File: src/design/rtd_pkg.sv
/*
 * Constants shared by the ring trip detector: register map, field
 * layouts, reset values and timing figures.
 * Assumes an 8-bit register port decoded by the host interface logic.
 */
package rtd_pkg;

   // Register port geometry
   localparam int RTD_AW = 8;
   localparam int RTD_DW = 8;
   localparam int RTD_IW = 16;

   // Direct register addresses
   localparam logic [7:0] RTD_A_IRQ_PENDING = 8'h13;
   localparam logic [7:0] RTD_A_IRQ_ENABLE = 8'h16;
   localparam logic [7:0] RTD_A_IND_DATA_LO = 8'h1C;
   localparam logic [7:0] RTD_A_IND_DATA_HI = 8'h1D;
   localparam logic [7:0] RTD_A_IND_ADDR = 8'h1E;
   localparam logic [7:0] RTD_A_IND_WRITE = 8'h1F;
   localparam logic [7:0] RTD_A_LINEFEED = 8'h40;
   localparam logic [7:0] RTD_A_STATUS = 8'h44;
   localparam logic [7:0] RTD_A_DEBOUNCE = 8'h46;
   localparam logic [7:0] RTD_A_LOOP_CURRENT = 8'h4F;

   // Indirect register addresses
   localparam logic [7:0] RTD_I_THRESHOLD = 8'h1D;
   localparam logic [7:0] RTD_I_FILTER_COEFF = 8'h24;

   // Field layouts
   localparam int RTD_TRIP_BIT = 0;
   localparam int RTD_THR_LSB = 8;
   localparam int RTD_THR_W = 6;
   localparam int RTD_COEF_LSB = 3;
   localparam int RTD_COEF_W = 13;
   localparam int RTD_DEB_W = 7;
   localparam int RTD_LF_W = 3;
   localparam int RTD_LF_SHADOW_LSB = 4;
   localparam logic [2:0] RTD_LF_RINGING = 3'b100;

   // Reset values
   localparam logic [7:0] RTD_RST_BYTE = 8'h00;
   localparam logic [15:0] RTD_RST_WORD = 16'h0000;

   // Filter arithmetic: fraction bits of the state, coefficient scale
   localparam int RTD_FILT_FRAC = 8;
   localparam int RTD_COEF_SHIFT = 13;

   // Timing, in ns, and clock period
   localparam int RTD_CLK_PERIOD_NS = 10;
   localparam int RTD_SAMPLE_PERIOD_NS = 125000;
   localparam int RTD_DEB_LSB_NS = 1000000;
   localparam int RTD_SAMPLE_CYCLES =
      RTD_SAMPLE_PERIOD_NS / RTD_CLK_PERIOD_NS;
   localparam int RTD_DEB_LSB_CYCLES = RTD_DEB_LSB_NS / RTD_CLK_PERIOD_NS;

endpackage

File: src/design/rtd_debounce.sv
/*
 * Debounce filter for the trip comparator output.
 * Assumes a one-cycle tick that sets the unit of the interval.
 */
`timescale 1ns/100ps
`default_nettype none

module rtd_debounce
   import rtd_pkg::*;
#(
   parameter int DEB_W = RTD_DEB_W
) (
   input wire logic ref_clk,
   input wire logic rst,
   input wire logic tick,
   input wire logic rawIn,
   input wire logic [DEB_W-1:0] interval,
   output logic cleanOut
);

   if (DEB_W < 1) begin : bad_width
      $error("rtd_debounce: DEB_W must be at least 1");
   end

   logic [DEB_W-1:0] holdCount; // Ticks spent in the opposite state
   wire logic differs = rawIn != cleanOut;
   wire logic expired = tick && (holdCount >= interval);
   wire logic [DEB_W-1:0] next_holdCount =
      !differs ? '0 : (tick ? holdCount + 1'b1 : holdCount);

   // Output flips only after a full interval of opposite input
   always_ff @(posedge ref_clk) begin
      if (rst) begin
         cleanOut <= 1'b0;
         holdCount <= '0;
      end else if (differs && expired) begin
         cleanOut <= rawIn;
         holdCount <= '0;
      end else begin
         holdCount <= next_holdCount;
      end
   end

endmodule

`default_nettype wire

File: src/design/ring_trip_detector.sv
/*
 * Ring trip detector: input sampling, low-pass filter, threshold
 * comparator, debounce, status and interrupt pending, and the direct
 * and indirect register access for its settings.
 * Assumes a decoded 8-bit register port and a loop current code from
 * the current monitor that is asynchronous to ref_clk.
 */
`timescale 1ns/100ps
`default_nettype none

module ring_trip_detector
   import rtd_pkg::*;
#(
   parameter int SAMPLE_CYCLES = RTD_SAMPLE_CYCLES,
   parameter int DEB_LSB_CYCLES = RTD_DEB_LSB_CYCLES
) (
   input wire logic ref_clk,
   input wire logic rst,
   input wire logic [RTD_AW-1:0] regAddr,
   input wire logic [RTD_DW-1:0] regWrData,
   input wire logic regWrite,
   input wire logic regRead,
   output logic [RTD_DW-1:0] regRdData,
   input wire logic [RTD_DW-1:0] loopCurrentIn,
   output logic tripIrq,
   output logic ringingActive
);

   // Refuse counts that the tick dividers cannot serve
   if (SAMPLE_CYCLES < 1 || DEB_LSB_CYCLES < 1) begin : bad_counts
      $error("ring_trip_detector: tick counts must be at least 1");
   end

   // Fields must fit the indirect word; threshold fits the integer part
   if (RTD_THR_LSB + RTD_THR_W > RTD_IW ||
      RTD_COEF_LSB + RTD_COEF_W > RTD_IW ||
      RTD_THR_W > RTD_IW - RTD_FILT_FRAC) begin : bad_layout
      $error("ring_trip_detector: field layout does not fit");
   end

   // Divider widths and terminal counts
   localparam int SW = $clog2(SAMPLE_CYCLES + 1);
   localparam int DW = $clog2(DEB_LSB_CYCLES + 1);
   localparam logic [SW-1:0] SAMPLE_LAST = SW'(SAMPLE_CYCLES - 1);
   localparam logic [DW-1:0] DEB_LAST = DW'(DEB_LSB_CYCLES - 1);

   // Address match, used by every write decode
   function automatic logic hit(input logic [RTD_AW-1:0] a,
                                input logic [RTD_AW-1:0] b);
      hit = a == b;
   endfunction

   // Loop current synchroniser and accepted value
   logic [RTD_DW-1:0] lcSync1; // First stage, read only by the second
   logic [RTD_DW-1:0] lcSync2; // Second stage
   logic [RTD_DW-1:0] lcSync3; // Third stage
   logic [RTD_DW-1:0] loopCurrentValue; // Stable value of the sense code

   // Registers
   logic [RTD_DW-1:0] tripIrqPending; // Pending byte, bit 0 used
   logic [RTD_DW-1:0] tripIrqEnable; // Enable byte, bit 0 used
   logic [RTD_LF_W-1:0] linefeedControl; // Written linefeed code
   logic [RTD_LF_W-1:0] linefeedShadow; // State the line is in
   logic [RTD_DEB_W-1:0] tripDebounceInterval; // Debounce in ticks
   logic [RTD_IW-1:0] tripThresholdWord; // Indirect threshold word
   logic [RTD_IW-1:0] tripFilterCoeffWord; // Indirect coefficient word
   logic [RTD_IW-1:0] indData; // Indirect data pair
   logic [RTD_AW-1:0] indAddr; // Last indirect address read

   // Datapath state
   logic [SW-1:0] sampleCount; // Divider for the sample rate
   logic [DW-1:0] debCount; // Divider for the debounce unit
   logic sampleTick; // One cycle per sample
   logic debTick; // One cycle per debounce unit
   logic [RTD_IW-1:0] filt; // Filter state, 8.8 fixed point
   logic compareOut; // Comparator result
   logic tripDetected; // Debounced trip
   logic tripDetectedDly; // Previous value, for edge finding

   // Write strobes
   wire logic wrPending = regWrite && hit(regAddr, RTD_A_IRQ_PENDING);
   wire logic wrEnable = regWrite && hit(regAddr, RTD_A_IRQ_ENABLE);
   wire logic wrDataLo = regWrite && hit(regAddr, RTD_A_IND_DATA_LO);
   wire logic wrDataHi = regWrite && hit(regAddr, RTD_A_IND_DATA_HI);
   wire logic wrIndAddr = regWrite && hit(regAddr, RTD_A_IND_ADDR);
   wire logic wrIndWrite = regWrite && hit(regAddr, RTD_A_IND_WRITE);
   wire logic wrLinefeed = regWrite && hit(regAddr, RTD_A_LINEFEED);
   wire logic wrDebounce = regWrite && hit(regAddr, RTD_A_DEBOUNCE);

   // Indirect commit targets, selected by the written address
   wire logic indWrThr = wrIndWrite && hit(regWrData, RTD_I_THRESHOLD);
   wire logic indWrCoef = wrIndWrite && hit(regWrData, RTD_I_FILTER_COEFF);

   // Indirect read source for the address just written
   wire logic [RTD_IW-1:0] indReadWord =
      hit(regWrData, RTD_I_THRESHOLD) ? tripThresholdWord :
      hit(regWrData, RTD_I_FILTER_COEFF) ? tripFilterCoeffWord :
      RTD_RST_WORD;

   // Settings unpacked from the indirect words
   wire logic [RTD_THR_W-1:0] tripThreshold =
      tripThresholdWord[RTD_THR_LSB +: RTD_THR_W];
   wire logic [RTD_COEF_W-1:0] tripFilterCoeff =
      tripFilterCoeffWord[RTD_COEF_LSB +: RTD_COEF_W];

   // Ringing state as seen through the shadow
   wire logic ringing = linefeedShadow == RTD_LF_RINGING;

   // Low-pass filter step: filt += (x - filt) * coeff / 2^13
   wire logic signed [RTD_IW:0] filtDiff =
      $signed({1'b0, loopCurrentValue, {RTD_FILT_FRAC{1'b0}}}) -
      $signed({1'b0, filt});
   wire logic signed [RTD_IW+RTD_COEF_W+1:0] filtProd =
      filtDiff * $signed({1'b0, tripFilterCoeff});
   wire logic signed [RTD_IW+RTD_COEF_W+1:0] filtStep =
      filtProd >>> RTD_COEF_SHIFT;
   wire logic [RTD_IW-1:0] next_filt = filt + filtStep[RTD_IW-1:0];

   // Integer part of the filter against the threshold
   wire logic next_compareOut =
      filt[RTD_IW-1:RTD_FILT_FRAC] > {2'b00, tripThreshold};

   // Pending set on a new trip while enabled; set wins over a write-one clear
   wire logic tripRise = tripDetected && !tripDetectedDly;
   wire logic pendSet = tripRise && tripIrqEnable[RTD_TRIP_BIT];
   // Clear is write-one on bit 0; the rest of the byte is ignored
   wire logic pendClr = wrPending && regWrData[RTD_TRIP_BIT];
   wire logic next_pend =
      pendSet || (tripIrqPending[RTD_TRIP_BIT] && !pendClr);

   // Read selection
   wire logic [RTD_DW-1:0] next_regRdData =
      hit(regAddr, RTD_A_IRQ_PENDING) ? tripIrqPending :
      hit(regAddr, RTD_A_IRQ_ENABLE) ? tripIrqEnable :
      hit(regAddr, RTD_A_IND_DATA_LO) ? indData[RTD_DW-1:0] :
      hit(regAddr, RTD_A_IND_DATA_HI) ? indData[RTD_IW-1:RTD_DW] :
      hit(regAddr, RTD_A_IND_ADDR) ? indAddr :
      hit(regAddr, RTD_A_LINEFEED) ?
         {1'b0, linefeedShadow, 1'b0, linefeedControl} :
      hit(regAddr, RTD_A_STATUS) ?
         {{(RTD_DW-1){1'b0}}, tripDetected} :
      hit(regAddr, RTD_A_DEBOUNCE) ? {1'b0, tripDebounceInterval} :
      hit(regAddr, RTD_A_LOOP_CURRENT) ? loopCurrentValue :
      RTD_RST_BYTE;

   // Three-stage sampling of the loop current code
   always_ff @(posedge ref_clk) begin
      if (rst) begin
         lcSync1 <= RTD_RST_BYTE;
         lcSync2 <= RTD_RST_BYTE;
         lcSync3 <= RTD_RST_BYTE;
         loopCurrentValue <= RTD_RST_BYTE;
      end else begin
         lcSync1 <= loopCurrentIn;
         lcSync2 <= lcSync1;
         lcSync3 <= lcSync2;
         // Take the code only when two stages agree, never mid-change
         if (lcSync2 == lcSync3) begin
            loopCurrentValue <= lcSync3;
         end
      end
   end

   // Sample and debounce tick dividers
   // Ticks are registered, so each lands one cycle after terminal count
   always_ff @(posedge ref_clk) begin
      if (rst) begin
         sampleCount <= '0;
         debCount <= '0;
         sampleTick <= 1'b0;
         debTick <= 1'b0;
      end else begin
         sampleTick <= sampleCount == SAMPLE_LAST;
         debTick <= debCount == DEB_LAST;
         sampleCount <= (sampleCount == SAMPLE_LAST) ? '0 :
                        sampleCount + 1'b1;
         debCount <= (debCount == DEB_LAST) ? '0 : debCount + 1'b1;
      end
   end

   // Direct settings and linefeed shadow
   always_ff @(posedge ref_clk) begin
      if (rst) begin
         tripIrqEnable <= RTD_RST_BYTE;
         linefeedControl <= '0;
         linefeedShadow <= '0;
         tripDebounceInterval <= '0;
      end else begin
         if (wrEnable) begin
            tripIrqEnable <= regWrData;
         end
         if (wrLinefeed) begin
            linefeedControl <= regWrData[RTD_LF_W-1:0];
         end
         // Shadow trails the written code by one cycle
         linefeedShadow <= linefeedControl;
         if (wrDebounce) begin
            tripDebounceInterval <= regWrData[RTD_DEB_W-1:0];
         end
      end
   end

   // Indirect access through the data, address and write registers
   always_ff @(posedge ref_clk) begin
      if (rst) begin
         indData <= RTD_RST_WORD;
         indAddr <= RTD_RST_BYTE;
         tripThresholdWord <= RTD_RST_WORD;
         tripFilterCoeffWord <= RTD_RST_WORD;
      end else begin
         if (wrDataLo) begin
            indData[RTD_DW-1:0] <= regWrData;
         end
         if (wrDataHi) begin
            indData[RTD_IW-1:RTD_DW] <= regWrData;
         end
         // An address write loads the pair so both halves read back
         if (wrIndAddr) begin
            indAddr <= regWrData;
            indData <= indReadWord;
         end
         if (indWrThr) begin
            tripThresholdWord <= indData;
         end
         if (indWrCoef) begin
            tripFilterCoeffWord <= indData;
         end
      end
   end

   // Filter runs on sample ticks only while ringing; cleared otherwise
   // Leaving ringing wipes the filter but not the debounced state
   always_ff @(posedge ref_clk) begin
      if (rst || !ringing) begin
         filt <= RTD_RST_WORD;
      end else if (sampleTick) begin
         filt <= next_filt;
      end
   end

   // Comparator output registered into the debounce stage
   always_ff @(posedge ref_clk) begin
      if (rst) begin
         compareOut <= 1'b0;
      end else begin
         compareOut <= next_compareOut;
      end
   end

   // Debounce of the comparator result; its output is the status bit
   rtd_debounce #(
      .DEB_W(RTD_DEB_W)
   ) u_debounce (
      .ref_clk(ref_clk),
      .rst(rst),
      .tick(debTick),
      .rawIn(compareOut),
      .interval(tripDebounceInterval),
      .cleanOut(tripDetected)
   );

   // Pending bit: sticky, write one to clear; status has no write path
   always_ff @(posedge ref_clk) begin
      if (rst) begin
         tripDetectedDly <= 1'b0;
         tripIrqPending <= RTD_RST_BYTE;
         tripIrq <= 1'b0;
      end else begin
         tripDetectedDly <= tripDetected;
         tripIrqPending[RTD_TRIP_BIT] <= next_pend;
         tripIrq <= next_pend;
      end
   end

   // Register read data and ringing indicator
   always_ff @(posedge ref_clk) begin
      if (rst) begin
         regRdData <= RTD_RST_BYTE;
         ringingActive <= 1'b0;
      end else begin
         // Read data holds between strobes
         if (regRead) begin
            regRdData <= next_regRdData;
         end
         ringingActive <= ringing;
      end
   end

endmodule

`default_nettype wire

File: config.mk
export PLATFORM = sky130hd
export DESIGN_NAME = ring_trip_detector
export DESIGN_NICKNAME = d
export VERILOG_FILES = /design/src/design/rtd_pkg.sv /design/src/design/rtd_debounce.sv /design/src/design/ring_trip_detector.sv
export SDC_FILE = /design/constraint.sdc
export NUM_CORES = 1
export LEC_CHECK = 0
export BUFFER_PORTS_ARGS = -buffer_cell sky130_fd_sc_hd__clkbuf_2
export CORE_MARGIN = 1.5
export CORE_UTILIZATION = 39
export CTS_CLUSTER_DIAMETER = 80
export DETAILED_ROUTE_END_ITERATION = 10
export SLEW_MARGIN = 20
export SYNTH_ARGS = -nofsm -noshare
export SYNTH_HDL_FRONTEND = slang
export SYNTH_SLANG_ARGS = --single-unit
File: constraint.sdc
create_clock -name ref_clk -period 10.8 [get_ports ref_clk]
set_clock_uncertainty 0.05 [all_clocks]
set_input_delay 0.54 -clock ref_clk [delete_from_list [all_inputs] [get_ports ref_clk]]
set_output_delay 0.54 -clock ref_clk [all_outputs]
set_load 0.02 [all_outputs]
==> results_tabular.tex <==
\begin{tabular}{lr}
\hline
Metric & Value \\
\hline
\multicolumn{2}{l}{\textbf{Critical path}} \\
Maximum fanout along the worst path & 17 \\
Crit path DAT & 10120 ps \\
CP Launch Type & register \\
Crit path required time & 11030 ps \\
Worst r2r src & filt[0] \\
Crit path largest cell delay & 760 ps \\
CP Capture Type & register \\
Standard cell with the maximum stage delay on the critical path & a2111oi\_0 \\
Worst R2R End & filt[14] \\
Classification of the worst setup path & reg -> reg \\
Most frequent cell on the critical path & fa\_1 \\
Worst R2R Path Depth & 33 \\
Worst reg2reg setup slack & 920 ps \\
\multicolumn{2}{l}{\textbf{Flow run}} \\
Count of max-cap constraint violations & 0 \\
\multicolumn{2}{l}{\textbf{Hold path}} \\
Class of the tightest hold or removal check & in -> reg \\
Start point of the worst hold path & loopCurrentIn[5] \\
End of the worst hold path & lcSync1[5] \\
Hold Path Stages & 2 \\
\multicolumn{2}{l}{\textbf{Die}} \\
Core Footprint & 40800 um2 \\
Ports placed on the boundary & 38 \\
Die Width & 206 um \\
Full die area & 42600 um2 \\
Number of placement rows & 74 \\
Chip Height & 206 um \\
Starting utilization of the core area & 39.5\% \\
\multicolumn{2}{l}{\textbf{Placed design}} \\
Placed cell count & 2383 \\
Post-placement worst setup slack & 912 ps \\
Count of buffers inserted at the top-level ports & 37 \\
Final Wtd Congestion & 0.828 \\
Total half-perimeter wirelength after legalization and detailed placement & 28900 um \\
\multicolumn{2}{l}{\textbf{Finish}} \\
Filler Cells Inserted & 4069 \\
Nets@finish & 2213 \\
Area overhead of the layout relative to synthesis & 8.06\% \\
Most frequent standard cell in the layout excluding fill and tap cells & inv\_1 \\
Fraction of final layout cells sized beyond drive strength 1 & 6.11\% \\
Core occupancy in the finished layout & 42.7\% \\
Leading cell types in the layout, fill and taps excluded & inv\_1, nand2\_1, fa\_1, dfxtp\_1, nor2\_1 \\
Final Non-Filler Cells & 2415 \\
Antenna diodes & 0 \\
\multicolumn{2}{l}{\textbf{Clock tree}} \\
CTS Hold Buffers Added & 0 \\
Clock Sinks & 178 \\
Clock Tree Root & clkbuf\_16 \\
Clock buffer depth & 2 \\
TritonCTS clock tree & yes \\
Clock-pin slew on the worst setup and hold paths & 70 ps \\
Clock latency at the later pin of the worst-skew pair & 430 ps \\
Setup bufs post-CTS & 0 \\
Clock buffer count from CTS & 17 \\
Total of cells resized after clock tree synthesis & 0 \\
H-tree depth & 4 \\
\multicolumn{2}{l}{\textbf{Synth}} \\
Post-synth design cell area & 16100 um2 \\
Flops \& latches, synth & 178 \\
Proportion of synthesized chip area in sequential cells & 22.1\% \\
Post-synthesis cell type count & 67 \\
Synth async-reset ratio & 0\% \\
Number of enable-type register cells in the synthesized netlist & 0 \\
Primary flip-flop cell chosen by synthesis mapping & dfxtp\_1 \\
Syn avg cell area & 8.59 um2 \\
Warnings from Yosys & 0 \\
Number of standard cells after synthesis & 1878 \\
Post-synthesis net count & 2221 \\
\multicolumn{2}{l}{\textbf{STA}} \\
Worst path setup slack after routing & 916 ps \\
Endpoints failing hold & 0 \\
Aggregate negative setup slack & 0 ps \\
RSZ-0062 raised after global routing & false \\
Final worst path period share & 91.5\% \\
Relative max-transition margin & 24.8\% \\
Slew at the pin with the worst max-slew slack & 1130 ps \\
Pins over their slew limit & 0 \\
F\_max & 0.101 GHz \\
Setup-failing EPs final & 0 \\
Minimum clock period after layout & 9880 ps \\
\multicolumn{2}{l}{\textbf{Power and ir drop}} \\
Power per unit of standard cell area & 77.4 nW/um2 \\
Worst vdd rail ir drop & 0.121 mV \\
LEAKAGE & 8.08 nW \\
Post-layout power & 0.00135 W \\
\multicolumn{2}{l}{\textbf{Global route}} \\
Global router's overall resource usage & 19.2\% \\
Antenna violations before repair & 0 \\
Via count of the first global-routing pass & 12200 \\
GRT Residual Overflow & 0 \\
Largest net degree at the start of global routing & 72 \\
Global-route wire length before repair & 64700 um \\
\multicolumn{2}{l}{\textbf{Detailed routing}} \\
Drt first pass iters & 5 \\
Post-DR wirelength/cell & 15.9 um \\
Post-detailed-route DRC marker count & 0 \\
Iteration-0 DRC count of the detailed router & 752 \\
Antenna Nets Post-Route & 0 \\
Wire length reported by the detailed router & 38300 um \\
DR vias & 12300 \\
Average via count per standard cell & 5.10 \\
\multicolumn{2}{l}{\textbf{Run status}} \\
Outcome & complete, no violations \\
\hline
\end{tabular}
## kinds of logic after synthesis
logic type / count (synthesis) / share of synthesized area, %
AOI/OAI and AO/OA: 233 / 9.34
xor gates and xnor gates: 94 / 5.15
adders and majority gates: 315 / 33.9
buffers and inverters: 368 / 8.60
DFF: 178 / 22.1
muxes: 22 / 1.36
and+or+nand+nor: 668 / 19.6
## report_power, final
part | internal, W | switching, W | total [W]
combinational | 0.0000219 | 0.0000475 | 0.0000695
sequential | 0.000664 | 0.00000589 | 0.000670
clock | 0.000331 | 0.000279 | 0.000609
total | 0.00102 | 0.000332 | 0.00135
## flip-flops by register name, summed over array words and instances, names as in the netlist, 14 cells and up
name / count
sampleCount: 14
tripThresholdWord: 16
filt: 16
debCount: 17
tripFilterCoeffWord: 16
indData: 16
## cell type report
class	count	area [um2]	share of cell area, %
clock inverters	14	144	0.825
multi-input cells	1332	11200	64.3
well taps	532	666	3.82
repair buffers	60	360	2.07
inverters	281	1050	6.05
flip-flops and latches	178	3560	20.4
clock buffers	18	439	2.52
## worst max-delay path, delay by kind of cell (launching register included)
kind / cells / cell delay [ps]
fa+ha+maj: 9 / 3920
flops: 1 / 670
simple gates: 5 / 950
buf+inv: 5 / 290
xor+xnor: 3 / 670
compound gates: 11 / 3180
## worst max path at each step
| stage | start | to | slack (ps) | depth (start not counted) |
|---|---|---|---|---|
| 2_1_floorplan | filt[0] | filt[15] | 1680 | 39 |
| 3_3_place_gp | filt[0] | filt[14] | 1020 | 33 |
| 3_5_place_dp | filt[0] | filt[14] | 910 | 33 |
| 4_1_cts | filt[0] | filt[14] | 860 | 33 |
| 5_1_grt | filt[0] | filt[14] | 190 | 33 |
| 6_report | filt[0] | filt[14] | 920 | 33 |
## synthesized netlist by cell type, types with 2 or more instances
cell | instances | area, um2
a21o_1 | 11 | 82.6
ha_1 | 112 | 1400
inv_1 | 281 | 1050
buf_2 | 2 | 10.0
o21ai_0 | 21 | 105
a211o_1 | 3 | 26.3
nor2b_1 | 37 | 231
a21oi_1 | 110 | 551
nand2b_1 | 11 | 68.8
and2_1 | 106 | 663
xor2_1 | 42 | 368
or3_1 | 9 | 56.3
nand3b_1 | 2 | 15.0
o21a_1 | 5 | 37.5
nor3_1 | 27 | 135
dfxtp_1 | 178 | 3560
and3_1 | 7 | 43.8
a211oi_2 | 2 | 25.0
nand3_1 | 38 | 190
a2111oi_0 | 2 | 17.5
a222oi_1 | 2 | 20.0
nor4_1 | 6 | 37.5
nand4_1 | 18 | 113
o21ai_1 | 3 | 15.0
xnor2_1 | 51 | 447
a211oi_1 | 6 | 45.0
mux2i_1 | 22 | 220
nor2_1 | 123 | 462
a22oi_1 | 11 | 82.6
or2_2 | 3 | 18.8
clkbuf_1 | 84 | 315
a221oi_1 | 17 | 149
o31ai_1 | 2 | 15.0
nand2_1 | 269 | 1010
o22ai_1 | 7 | 43.8
fa_1 | 203 | 4060
a31oi_1 | 13 | 81.3
o21bai_1 | 3 | 22.5
## per-stage QoR
step                      hold slack, ps  area, um2
after global routing                 257      17400
after detailed placement             376      16800
after floorplan                      364      16100
final                                268      17400
after global placement               372      16800
after CTS                            247      17400
## routing by layer
layer | global-route usage (%) | up-vias | part of all wire (%)
li1 | - | 5926 | -
met3 | 2.48 | 60 | 4.1
met1 | 26.2 | 6083 | 46
met5 | 0 | - | 0
met4 | 5.90 | 0 | 3.0
met2 | 31.5 | 241 | 47
Note: power is estimated with default switching activity, not from simulation.
